## src/verilog/tcp_pkg.sv

```systemverilog
// Shared constants and types of the timer capture compare pwm block.
package tcp_pkg;
  localparam int NUM_CH = 2;
  localparam int CNT_W = 16;
  localparam int ADDR_W = 8;
  localparam logic [7:0] ADDR_STATUS = 8'h00;
  localparam logic [7:0] ADDR_COUNT = 8'h04;
  localparam logic [7:0] ADDR_MODULO = 8'h08;
  localparam logic [7:0] ADDR_CH_BASE = 8'h10;
  localparam logic [7:0] ADDR_CH_STRIDE = 8'h08;
  localparam logic [7:0] ADDR_CH_VALUE = 8'h04;
  localparam int STS_OVF_BIT = 7;
  localparam int STS_CENTER_BIT = 5;
  localparam int STS_CLK_LSB = 3;
  localparam int STS_PRESC_LSB = 0;
  localparam int CH_FLAG_BIT = 7;
  localparam int CH_MODE_LSB = 4;
  localparam int CH_EDGE_LSB = 2;
  localparam int MODE_PWM_BIT = 1;
  localparam logic [1:0] CLK_NONE = 2'h0;
  localparam logic [1:0] CLK_BUS = 2'h1;
  localparam logic [1:0] CLK_FIXED = 2'h2;
  localparam logic [1:0] CLK_EXT = 2'h3;
  localparam logic [1:0] EDGE_OFF = 2'h0;
  localparam logic [1:0] EDGE_RISE = 2'h1;
  localparam logic [1:0] EDGE_FALL = 2'h2;
  localparam logic [1:0] EDGE_ANY = 2'h3;
  localparam logic [1:0] MODE_CAPTURE = 2'h0;
  localparam logic [1:0] MODE_COMPARE = 2'h1;
  localparam logic [15:0] COUNT_ZERO = 16'h0000;
  localparam logic [15:0] COUNT_FULL = 16'hFFFF;
  localparam logic [15:0] COUNT_ONE = 16'h0001;
  localparam logic [6:0] PRESC_FULL = 7'h7F;
  localparam logic [6:0] PRESC_ONE = 7'h01;
  localparam logic [2:0] PRESC_TOP = 3'h7;
  localparam logic [1:0] RESP_OKAY = 2'h0;
  localparam logic [1:0] RESP_SLVERR = 2'h2;
  typedef enum logic [2:0] {
    FN_OFF, FN_CAPTURE, FN_COMPARE, FN_EDGE_PWM, FN_CENTER_PWM
  } tcp_func_t;
endpackage

```

## src/verilog/tcp_channel.sv

```systemverilog
// One timer channel: capture, compare and pulse output logic.
`timescale 1ns/1ps
module tcp_channel (
  input wire logic aclk,
  input wire logic aresetn,
  input wire logic center,
  input wire logic clock_on,
  input wire logic [1:0] mode,
  input wire logic [1:0] edge_sel,
  input wire logic [15:0] compare_value,
  input wire logic [15:0] count,
  input wire logic count_moved,
  input wire logic count_down,
  input wire logic pin_in,
  output logic pin_out,
  output logic pin_oe,
  output logic capture_event,
  output logic flag_event
);
  typedef struct packed {
    logic sync_a;
    logic sync_b;
    logic last;
    logic level;
    logic oe;
  } tcp_ch_state_t;

  tcp_ch_state_t s;
  tcp_ch_state_t next_s;
  tcp_pkg::tcp_func_t func;
  logic match;
  logic rise;
  logic fall;
  logic sw_timer;

  always_comb begin
    next_s = s;
    next_s.sync_a = pin_in;
    next_s.sync_b = s.sync_a;
    next_s.last = s.sync_b;
    if (!clock_on || edge_sel == tcp_pkg::EDGE_OFF) begin
      func = tcp_pkg::FN_OFF;
    end else if (center) begin
      func = tcp_pkg::FN_CENTER_PWM;
    end else if (mode[tcp_pkg::MODE_PWM_BIT]) begin
      func = tcp_pkg::FN_EDGE_PWM;
    end else if (mode == tcp_pkg::MODE_COMPARE) begin
      func = tcp_pkg::FN_COMPARE;
    end else begin
      func = tcp_pkg::FN_CAPTURE;
    end
    match = count_moved && (count == compare_value);
    rise = s.sync_b && !s.last;
    fall = !s.sync_b && s.last;
    sw_timer = clock_on && !center && (mode == tcp_pkg::MODE_COMPARE) &&
               (edge_sel == tcp_pkg::EDGE_OFF);
    capture_event = 1'b0;
    flag_event = sw_timer && match;
    unique case (func)
      tcp_pkg::FN_OFF: begin
      end
      tcp_pkg::FN_CAPTURE: begin
        capture_event = ((edge_sel == tcp_pkg::EDGE_RISE) && rise) ||
                        ((edge_sel == tcp_pkg::EDGE_FALL) && fall) ||
                        ((edge_sel == tcp_pkg::EDGE_ANY) && (rise || fall));
        flag_event = capture_event;
      end
      tcp_pkg::FN_COMPARE: begin
        flag_event = match;
        if (match) begin
          unique case (edge_sel)
            tcp_pkg::EDGE_RISE: next_s.level = !s.level;
            tcp_pkg::EDGE_FALL: next_s.level = 1'b0;
            tcp_pkg::EDGE_ANY: next_s.level = 1'b1;
            tcp_pkg::EDGE_OFF: next_s.level = s.level;
          endcase
        end
      end
      tcp_pkg::FN_EDGE_PWM: begin
        flag_event = match;
        if (count_moved && count == tcp_pkg::COUNT_ZERO) begin
          next_s.level = !edge_sel[0];
        end
        if (match) begin
          next_s.level = edge_sel[0];
        end
      end
      tcp_pkg::FN_CENTER_PWM: begin
        flag_event = match;
        if (match) begin
          next_s.level = count_down ? !edge_sel[0] : edge_sel[0];
        end
      end
    endcase
    next_s.oe = (func == tcp_pkg::FN_COMPARE) || (func == tcp_pkg::FN_EDGE_PWM) ||
                (func == tcp_pkg::FN_CENTER_PWM);
  end

  always_ff @(posedge aclk) begin
    if (!aresetn) begin
      s <= '0;
    end else begin
      s <= next_s;
    end
  end

  assign pin_out = s.level;
  assign pin_oe = s.oe;
endmodule

```

## src/verilog/tcp_top.sv

```systemverilog
// Timer with capture, compare and pulse channels behind an AXI4-Lite slave.
//
// Implementation choices: the address map and the AXI4-Lite register port.
`timescale 1ns/1ps
module tcp_top (
  input wire logic aclk,
  input wire logic aresetn,
  input wire logic awvalid,
  output logic awready,
  input wire logic [7:0] awaddr,
  input wire logic wvalid,
  output logic wready,
  input wire logic [31:0] wdata,
  input wire logic [3:0] wstrb,
  output logic bvalid,
  input wire logic bready,
  output logic [1:0] bresp,
  input wire logic arvalid,
  output logic arready,
  input wire logic [7:0] araddr,
  output logic rvalid,
  input wire logic rready,
  output logic [31:0] rdata,
  output logic [1:0] rresp,
  input wire logic debug_halt_mode,
  input wire logic fixed_clock,
  input wire logic external_count_clock,
  input wire logic [tcp_pkg::NUM_CH-1:0] channel_pin_in,
  output logic [tcp_pkg::NUM_CH-1:0] channel_pin_out,
  output logic [tcp_pkg::NUM_CH-1:0] channel_pin_oe
);
  typedef struct packed {
    logic aw_got;
    logic [7:0] aw_addr;
    logic w_got;
    logic [31:0] w_data;
    logic [3:0] w_strb;
    logic bvalid;
    logic [1:0] bresp;
    logic rvalid;
    logic [31:0] rdata;
    logic [1:0] rresp;
    logic ovf;
    logic ovf_armed;
    logic center;
    logic [1:0] clk_src;
    logic [2:0] presc;
    logic [6:0] presc_cnt;
    logic [15:0] count;
    logic down;
    logic moved;
    logic moved_down;
    logic [15:0] modulo;
    logic [tcp_pkg::NUM_CH-1:0][1:0] ch_mode;
    logic [tcp_pkg::NUM_CH-1:0][1:0] ch_edge;
    logic [tcp_pkg::NUM_CH-1:0] ch_flag;
    logic [tcp_pkg::NUM_CH-1:0][15:0] ch_value;
    logic [1:0] src_a;
    logic [1:0] src_b;
    logic [1:0] src_last;
  } tcp_top_state_t;

  tcp_top_state_t s;
  tcp_top_state_t next_s;
  logic [tcp_pkg::NUM_CH-1:0] capture_event;
  logic [tcp_pkg::NUM_CH-1:0] flag_event;
  logic src_tick;
  logic step;
  logic run;
  logic presc_hit;
  logic clock_on;
  logic ovf_event;
  logic [6:0] presc_mask;
  logic [15:0] top;
  logic do_write;
  logic rd_hit;
  logic wr_hit;
  logic [31:0] rd_word;

  function automatic logic [15:0] merge16(
    input logic [15:0] old,
    input logic [31:0] data,
    input logic [3:0] strb
  );
    logic [15:0] res;
    res = old;
    if (strb[0]) begin
      res[7:0] = data[7:0];
    end
    if (strb[1]) begin
      res[15:8] = data[15:8];
    end
    return res;
  endfunction

  function automatic logic [7:0] ch_ctrl_addr(input int idx);
    return 8'(tcp_pkg::ADDR_CH_BASE + tcp_pkg::ADDR_CH_STRIDE * idx);
  endfunction

  always_comb begin
    next_s = s;
    // The first synchroniser stage feeds only the second stage.
    next_s.src_a = {external_count_clock, fixed_clock};
    next_s.src_b = s.src_a;
    next_s.src_last = s.src_b;
    unique case (s.clk_src)
      tcp_pkg::CLK_NONE: src_tick = 1'b0;
      tcp_pkg::CLK_BUS: src_tick = 1'b1;
      tcp_pkg::CLK_FIXED: src_tick = s.src_b[0] && !s.src_last[0];
      tcp_pkg::CLK_EXT: src_tick = s.src_b[1] && !s.src_last[1];
    endcase
    presc_mask = tcp_pkg::PRESC_FULL >> (tcp_pkg::PRESC_TOP - s.presc);
    // Wait mode has no gate here, so counting goes on in it.
    run = src_tick && !debug_halt_mode;
    presc_hit = (s.presc_cnt & presc_mask) == presc_mask;
    step = run && presc_hit;
    if (run) begin
      next_s.presc_cnt = s.presc_cnt + tcp_pkg::PRESC_ONE;
    end
    if (s.modulo == tcp_pkg::COUNT_ZERO || s.modulo == tcp_pkg::COUNT_FULL) begin
      top = tcp_pkg::COUNT_FULL;
    end else begin
      top = s.modulo;
    end
    ovf_event = 1'b0;
    next_s.moved = step;
    if (step) begin
      if (s.center) begin
        if (!s.down && s.count >= top) begin
          next_s.down = 1'b1;
          next_s.count = s.count - tcp_pkg::COUNT_ONE;
          ovf_event = 1'b1;
        end else if (s.down && s.count == tcp_pkg::COUNT_ZERO) begin
          next_s.down = 1'b0;
          next_s.count = s.count + tcp_pkg::COUNT_ONE;
        end else if (s.down) begin
          next_s.count = s.count - tcp_pkg::COUNT_ONE;
        end else begin
          next_s.count = s.count + tcp_pkg::COUNT_ONE;
        end
        next_s.moved_down = next_s.down;
      end else begin
        next_s.down = 1'b0;
        next_s.moved_down = 1'b0;
        if (s.count >= top) begin
          next_s.count = tcp_pkg::COUNT_ZERO;
          ovf_event = 1'b1;
        end else begin
          next_s.count = s.count + tcp_pkg::COUNT_ONE;
        end
      end
    end

    // The bus side takes one write and one read at a time.
    awready = !s.aw_got && !s.bvalid;
    wready = !s.w_got && !s.bvalid;
    arready = !s.rvalid;
    if (awvalid && awready) begin
      next_s.aw_got = 1'b1;
      next_s.aw_addr = awaddr;
    end
    if (wvalid && wready) begin
      next_s.w_got = 1'b1;
      next_s.w_data = wdata;
      next_s.w_strb = wstrb;
    end
    if (s.bvalid && bready) begin
      next_s.bvalid = 1'b0;
    end
    if (s.rvalid && rready) begin
      next_s.rvalid = 1'b0;
    end

    do_write = s.aw_got && s.w_got && !s.bvalid;
    wr_hit = 1'b0;
    if (do_write) begin
      next_s.aw_got = 1'b0;
      next_s.w_got = 1'b0;
      next_s.bvalid = 1'b1;
      if (s.aw_addr == tcp_pkg::ADDR_STATUS) begin
        wr_hit = 1'b1;
        if (s.w_strb[0]) begin
          next_s.center = s.w_data[tcp_pkg::STS_CENTER_BIT];
          next_s.clk_src = s.w_data[tcp_pkg::STS_CLK_LSB +: 2];
          next_s.presc = s.w_data[tcp_pkg::STS_PRESC_LSB +: 3];
          if (s.ovf_armed && !s.w_data[tcp_pkg::STS_OVF_BIT]) begin
            next_s.ovf = 1'b0;
            next_s.ovf_armed = 1'b0;
          end
        end
      end
      if (s.aw_addr == tcp_pkg::ADDR_COUNT) begin
        wr_hit = 1'b1;
        if (|s.w_strb[1:0]) begin
          next_s.count = tcp_pkg::COUNT_ZERO;
          next_s.presc_cnt = '0;
          next_s.down = 1'b0;
          next_s.moved = 1'b0;
        end
      end
      if (s.aw_addr == tcp_pkg::ADDR_MODULO) begin
        wr_hit = 1'b1;
        next_s.modulo = merge16(s.modulo, s.w_data, s.w_strb);
      end
      for (int i = 0; i < tcp_pkg::NUM_CH; i++) begin
        if (s.aw_addr == ch_ctrl_addr(i)) begin
          wr_hit = 1'b1;
          if (s.w_strb[0]) begin
            next_s.ch_mode[i] = s.w_data[tcp_pkg::CH_MODE_LSB +: 2];
            next_s.ch_edge[i] = s.w_data[tcp_pkg::CH_EDGE_LSB +: 2];
            if (!s.w_data[tcp_pkg::CH_FLAG_BIT]) begin
              next_s.ch_flag[i] = 1'b0;
            end
          end
        end
        if (s.aw_addr == 8'(ch_ctrl_addr(i) + tcp_pkg::ADDR_CH_VALUE)) begin
          wr_hit = 1'b1;
          next_s.ch_value[i] = merge16(s.ch_value[i], s.w_data, s.w_strb);
        end
      end
      next_s.bresp = wr_hit ? tcp_pkg::RESP_OKAY : tcp_pkg::RESP_SLVERR;
    end

    rd_hit = 1'b0;
    rd_word = '0;
    if (araddr == tcp_pkg::ADDR_STATUS) begin
      rd_hit = 1'b1;
      rd_word[tcp_pkg::STS_OVF_BIT] = s.ovf;
      rd_word[tcp_pkg::STS_CENTER_BIT] = s.center;
      rd_word[tcp_pkg::STS_CLK_LSB +: 2] = s.clk_src;
      rd_word[tcp_pkg::STS_PRESC_LSB +: 3] = s.presc;
    end
    if (araddr == tcp_pkg::ADDR_COUNT) begin
      rd_hit = 1'b1;
      rd_word[15:0] = s.count;
    end
    if (araddr == tcp_pkg::ADDR_MODULO) begin
      rd_hit = 1'b1;
      rd_word[15:0] = s.modulo;
    end
    for (int i = 0; i < tcp_pkg::NUM_CH; i++) begin
      if (araddr == ch_ctrl_addr(i)) begin
        rd_hit = 1'b1;
        rd_word[tcp_pkg::CH_FLAG_BIT] = s.ch_flag[i];
        rd_word[tcp_pkg::CH_MODE_LSB +: 2] = s.ch_mode[i];
        rd_word[tcp_pkg::CH_EDGE_LSB +: 2] = s.ch_edge[i];
      end
      if (araddr == 8'(ch_ctrl_addr(i) + tcp_pkg::ADDR_CH_VALUE)) begin
        rd_hit = 1'b1;
        rd_word[15:0] = s.ch_value[i];
      end
    end
    if (arvalid && arready) begin
      next_s.rvalid = 1'b1;
      next_s.rdata = rd_word;
      next_s.rresp = rd_hit ? tcp_pkg::RESP_OKAY : tcp_pkg::RESP_SLVERR;
      if (araddr == tcp_pkg::ADDR_STATUS && s.ovf) begin
        next_s.ovf_armed = 1'b1;
      end
    end

    // Hardware events come last so that a set wins over a clear.
    if (ovf_event) begin
      next_s.ovf = 1'b1;
      next_s.ovf_armed = 1'b0;
    end
    for (int i = 0; i < tcp_pkg::NUM_CH; i++) begin
      if (capture_event[i]) begin
        next_s.ch_value[i] = s.count;
      end
      if (flag_event[i]) begin
        next_s.ch_flag[i] = 1'b1;
      end
    end
  end

  always_ff @(posedge aclk) begin
    if (!aresetn) begin
      s <= '0;
      s.clk_src <= tcp_pkg::CLK_NONE;
    end else begin
      s <= next_s;
    end
  end

  // One channel per pin; all of them share the counter and its direction.
  assign clock_on = s.clk_src != tcp_pkg::CLK_NONE;

  genvar g;
  generate
    for (g = 0; g < tcp_pkg::NUM_CH; g++) begin : gen_ch
      tcp_channel u_ch (
        .aclk(aclk),
        .aresetn(aresetn),
        .center(s.center),
        .clock_on(clock_on),
        .mode(s.ch_mode[g]),
        .edge_sel(s.ch_edge[g]),
        .compare_value(s.ch_value[g]),
        .count(s.count),
        .count_moved(s.moved),
        .count_down(s.moved_down),
        .pin_in(channel_pin_in[g]),
        .pin_out(channel_pin_out[g]),
        .pin_oe(channel_pin_oe[g]),
        .capture_event(capture_event[g]),
        .flag_event(flag_event[g])
      );
    end
  endgenerate

  assign bvalid = s.bvalid;
  assign bresp = s.bresp;
  assign rvalid = s.rvalid;
  assign rdata = s.rdata;
  assign rresp = s.rresp;
endmodule
```

## config.mk

```make
export PLATFORM = sky130hd
export DESIGN_NAME = tcp_top
export DESIGN_NICKNAME = d
export VERILOG_FILES = /design/src/verilog/tcp_pkg.sv /design/src/verilog/tcp_channel.sv /design/src/verilog/tcp_top.sv
export SDC_FILE = /design/constraint.sdc
export NUM_CORES = 1
export LEC_CHECK = 0
export BUFFER_PORTS_ARGS = -buffer_cell sky130_fd_sc_hd__buf_2
export CAP_MARGIN = 5
export CELL_PAD_IN_SITES_DETAIL_PLACEMENT = 1
export CELL_PAD_IN_SITES_GLOBAL_PLACEMENT = 1
export CORE_MARGIN = 5
export CORE_UTILIZATION = 40
export DETAILED_ROUTE_END_ITERATION = 10
export GPL_TIMING_DRIVEN = 0
export PLACE_DENSITY_LB_ADDON = 0.1
export SYNTH_ARGS = -nofsm -noshare
export SYNTH_HDL_FRONTEND = slang
export SYNTH_HIERARCHICAL = 1
export SYNTH_SLANG_ARGS = --single-unit
```

## constraint.sdc

```tcl
create_clock -name aclk -period 3.1 [get_ports aclk]
set_input_delay 0.775 -clock aclk [delete_from_list [all_inputs] [get_ports aclk]]
set_output_delay 0.775 -clock aclk [all_outputs]
set_load 0.01 [all_outputs]
```

### Word-level counts from Yosys, hierarchy flattened

Cells that the tools add are included.

* reduce and logical (&&, ||, !) cells: 118
* shift operators: 1
* eq/ne operators: 45
* bitwise gates (word level): 2
* order comparisons: 1
* multiplexer cells: 94
* $add $sub $neg: 4

Operator list (count)
* 16-bit 2-to-1 mux: 12
* 8-bit by 5-bit equality test with 1-bit output (second input constant): 8
* 17-bit 2-to-1 mux: 3
* 25-bit 2-to-1 mux: 2
* 1-bit 2-to-1 mux: 46
* 2-bit nonzero test: 21
* 1-bit logical AND: 37
* 35-bit 2-to-1 mux: 1
* 34-bit 2-to-1 mux: 1
* 33-bit 2-to-1 mux: 1
* 16-bit equality test: 2
* 16-bit logical NOT: 2
* 8-bit 2-to-1 mux: 4
* 3-bit AND reduction: 9
* 1-bit logical NOT: 19
* 16-bit by 1-bit adder with 16-bit output (second input constant): 1
* 16-bit equality test (second input constant): 1
* 8-bit by 3-bit equality test with 1-bit output (second input constant): 2
* 8-bit by 4-bit equality test with 1-bit output (second input constant): 2
* 16-bit greater-or-equal comparator: 1
* 8-bit logical NOT: 2
* 2-bit 2-to-1 mux: 8
* 16-bit by 1-bit subtractor with 16-bit output (second input constant): 1
* 3-bit 2-to-1 mux: 5
* other kinds (28): 74

* input bits: 64
* word-level logic and storage cells: 310
* register bits: 158

### Longest topological paths before layout

* depth in word-level cells: 14
* depth in mapped cells: 15
* depth with buffers taken out: 13

### By module

The synthesis kept the hierarchy.

By module, submodules not included
* tcp_top: cells each 908, area an instance 7901.3 um^2, instances 1, sequential area each 2922.8 um^2
* tcp_channel: cells each 67, area an instance 544.3 um^2, instances 2, sequential area each 100.1 um^2

### Least setup slack after synthesis

OpenSTA, ideal clock, no wires.

* path type: reg2reg
* start: reg s[55] (netlist name)
* end: reg s[72] (netlist name)
* data arrival time: 3.305 ns
* setup slack: -0.350 ns
* cell stages (with the launch flop): 16
* cell sequence: dfxtp_1 -> nand4_1 -> or4_1 -> nand2_1 -> clkbuf_1 -> nor2_1 -> ha_1 -> a21o_1 -> a21oi_1 -> o211ai_1 -> nor4_1 -> nor3_1 -> buf_6 -> a32o_1 -> a22oi_2 -> o22ai_1

* longest elaborated chain between the ends: 11
* elaborated cells between the ends (all ways): 13
* classes of those cells: order compare: 1; eq/ne: 1; mux: 8; reduce/logical: 3

RTL lines
* start, declared: RTL line tcp_top.sv:63 `tcp_top_state_t s;`
* start signal, assigned: RTL line tcp_top.sv:282 `s <= next_s;`
* 16-bit equality test / 16-bit logical NOT (equally long branches): RTL line tcp_top.sv:120 `if (s.modulo == tcp_pkg::COUNT_ZERO || s.modulo == tcp_pkg::COUNT_FULL) begin`
* 1-bit logical OR: RTL line tcp_top.sv:120
* 16-bit 2-to-1 mux (*): RTL line tcp_top.sv:120
* 16-bit greater-or-equal comparator (*): RTL line tcp_top.sv:129, tcp_top.sv:145
* 1-bit logical AND: RTL line tcp_top.sv:129 `if (!s.down && s.count >= top) begin`
* 17-bit 2-to-1 mux: RTL line tcp_top.sv:129
* 17-bit 2-to-1 mux (*): RTL line tcp_top.sv:128 `if (s.center) begin`
* 17-bit 2-to-1 mux (*): RTL line tcp_top.sv:127 `if (step) begin`
* 25-bit 2-to-1 mux: RTL line tcp_top.sv:194 `if (|s.w_strb[1:0]) begin`
* 25-bit 2-to-1 mux: RTL line tcp_top.sv:192 `if (s.aw_addr == tcp_pkg::ADDR_COUNT) begin`
* 33-bit 2-to-1 mux (*): RTL line tcp_top.sv:176 `if (do_write) begin`

Every way passes the cells marked *; elsewhere a longest branch is shown, timed or not. The select of a mux whose other input is x is not followed.
A chain may end at the register's enable or synchronous reset.

### Worst setup path after layout

* start: reg s[50] (netlist name)
* end: reg s[81] (netlist name)

Same word-level chain as after synthesis.

==> reports/qor.txt <==
Status -> finished, violations left
Failing checks -> negative setup slack
Vias/cell -> 5.82
Die X -> 160 microns
Hold Fails Final Rpt -> 0
Flops & latches, synth -> 156
Commonest non-fill, non-tap cell in the layout -> dfxtp_1
Flop-to-flop setup slack -> -0.42 ns
Placement Setup Slack -> -0.598 ns
GRT overflow -> 0
IO Pins -> 109
Global-route wire length before repair -> 50500 microns
Core ar. -> 0.0220 sq mm
Synth cell types -> 82
Clk pin slew, worst setup/hold paths -> 0.07 ns
CP Class -> reg -> reg
Least-Margin Pin Slew -> 0.966 ns
Inserted Diodes -> 0
Global Route Usage Sum -> 0.253
Setup Skew -> 0.0120 ns
Synth Flop Type -> dfxtp_1
Crit-path max FO -> 4
Clock power share -> 0.472
Syn. warnings -> 6
Pin count of the biggest net entering global routing -> 18
Root buffer cell -> clkbuf_16
Ys async rst share -> 0
Final period util -> 1.14
CTS tree -> built
Via Count -> 8592
Setup slack after layout -> -0.424 ns
Initial Utilization -> 0.409
Vias in the first global route -> 8625
Req. time, crit path -> 3.48 ns
Share of post-route cells with drive strength above 1 -> 0.228
Routed WL per cell -> 22.5 microns
Worst-skew pair later-pin latency -> 0.44 ns
Initial antenna violation count -> 0
Crit path time final -> 3.52 ns
# nets final -> 1270
Total Wirelength -> 33300 microns
TritonCTS Buffers -> 17
Sw frac -> 0.275
RSZ-0062 raised after global routing -> yes
Number of max-cap violations -> 0
Worst reg2reg endpoint -> s[81]$_SDFF_PN0_
Leakage -> 4.86 nW
Post-DP HPWL -> 24600 microns
Worst hold-check path type -> reg -> reg
Sequential share of the synthesized area -> 0.347
Placed cells -> 1410
Peak Freq -> 0.284 GHz
Final setup vio count -> 19
Flop pwr share -> 0.455
CP startpoint -> s[50]$_SDFFE_PN0P_
Area Growth Syn to Fin -> 21.8%
Worst setup path end -> s[81]$_SDFF_PN0_
Max_slew headroom -> 0.352
Fin cells -> 1476
PwrDens -> 419 mW/mm^2
Die Ht -> 160 microns
Cells after synthesis -> 1042
Net Sw Power -> 1.26 mW
H-tree levels -> 4
Max-slew violation count -> 0
Cts hold-fix bufs -> 0
Syn Area/Cell -> 8.63 sq um
Critical path arrival -> 3.90 ns
Most frequent cells in the layout -> 140 x dfxtp_1, 123 x nand2_1, 79 x buf_2, 69 x mux2i_1, 65 x buf_4
Drt initial violations -> 648
VDD IR max -> 0.208 mV
DRC violations left -> 0
Die area -> 0.0256 sq mm
Final ANT Viol Nets -> 0
Netlist Area Pre-Place -> 0.00899 sq mm
CP endpoint kind -> flip-flop
Power share of the combinational group -> 0.073
RePlAce Congestion -> 0.916
IO Port Bufs -> 71
Rows -> 54
Drt first pass iters -> 6
Number of synthesized flops with an enable pin -> 0
Internal cell power -> 3.33 mW
CTS Sinks -> 156
Depth of the most critical reg-to-reg path -> 16
CTS max path bufs -> 2
Crit start category -> flip-flop
Worst r2r src -> s[50]$_SDFFE_PN0P_
metrics by stage:
stage           util  instance area (sq um)  TNS, ns  hold WS (ns)  total power, mW
3_5_place_dp   0.447                   9820   -12.07         0.424             2.49
4_1_cts        0.490                  10800    -3.59         0.441             4.63
6_report       0.499                  11000    -5.72         0.436             4.59
3_3_place_gp   0.447                   9810   -11.03         0.415             2.48
5_1_grt        0.499                  11000    -8.42         0.460             4.75
2_1_floorplan      -                   9110  -0.0412         0.412             2.35
state kept, by name (all words and copies together) (netlist names):
name	flops
bresp	1
bvalid	1
gen_ch.u_ch/next_s	4
gen_ch.u_ch/pin_oe	2
gen_ch.u_ch/pin_out	2
gen_ch.u_ch/s	2
next_s	4
rdata	16
rresp	1
rvalid	1
s	122
worst min-delay path by stage:
stage	end	startpoint	cells after the start	slack, ns
floorplan	gen_ch[0].u_ch/next_s[2]$_SDFF_PN0_	gen_ch[0].u_ch/next_s[3]$_SDFF_PN0_	1	0.41
global placement	gen_ch[1].u_ch/next_s[2]$_SDFF_PN0_	gen_ch[1].u_ch/next_s[3]$_SDFF_PN0_	1	0.42
detailed placement	gen_ch[0].u_ch/next_s[2]$_SDFF_PN0_	gen_ch[0].u_ch/next_s[3]$_SDFF_PN0_	1	0.42
CTS	gen_ch[1].u_ch/next_s[2]$_SDFF_PN0_	gen_ch[1].u_ch/next_s[3]$_SDFF_PN0_	1	0.44
global route	gen_ch[1].u_ch/next_s[2]$_SDFF_PN0_	gen_ch[1].u_ch/next_s[3]$_SDFF_PN0_	1	0.46
finish	gen_ch[0].u_ch/next_s[2]$_SDFF_PN0_	gen_ch[0].u_ch/next_s[3]$_SDFF_PN0_	1	0.44
routing by layer:
metal,track usage,part of all wire,vias up
li1,-,-,4015
met1,0.324,0.44,4227
met2,0.425,0.47,282
met3,0.0454,0.057,68
met4,0.0986,0.035,0
met5,0,0,-
final cells by class:
class | instances | area [sq um]
multi-input cells | 786 | 5530
well taps | 280 | 350
clock buffers | 17 | 425
inverters | 19 | 71.3
clock inverters | 15 | 170
flip-flops and latches | 156 | 3180
fillers | 2598 | 11000
repair buffers | 106 | 654
plain buffers | 97 | 566
cell usage after synthesis, drive strengths merged (25+ instances only):
cell type	count	share of area
mux2i	69	0.077
clkbuf	47	0.020
xnor2	29	0.028
nor3	25	0.016
o211a	33	0.037
dfxtp	156	0.35
o21ai	51	0.030
nor2	59	0.025
a21oi	47	0.026
nor2b	32	0.022
buf	51	0.041
a21boi	30	0.025
nand2	125	0.052
worst max-delay path, stage by stage, from the launching register on:
cell	delay [ns]
dfxtp_4	0.36
buf_6	0.14
nor4_4	0.28
nand4_1	0.19
nand2_4	0.17
buf_4	0.13
or2_2	0.10
ha_1	0.22
nand2b_4	0.15
a2111oi_4	0.34
a2111oi_4	0.05
buf_4	0.17
o31a_1	0.36
o21ai_4	0.29
mux2i_1	0.30
a21oi_2	0.11
nor2_1	0.11
cell families after synthesis:
family,synth area share
xor+xnor,0.0409
buf+inv,0.0688
compound gates,0.224
fa+ha+maj,0.0320
flops,0.347
simple gates,0.208
other cells,0.000417
mux,0.0781
repair_timing:
item	in CTS	in global routing
pin swaps	28	30
gates resized for setup	52	30
hold endpoints to repair	0	0
setup endpoints to repair	45	27
gates cloned	1	1
setup buffers	26	8
power groups by stage:
stage	clock network [mW]	logic [mW]	registers (mW)
floorplan	0	0.217	2.13
global placement	0	0.329	2.15
detailed placement	0	0.336	2.15
CTS	2.20	0.338	2.09
global route	2.28	0.373	2.10
finish	2.17	0.334	2.09
No activity file was read; power rests on OpenSTA's default activity.
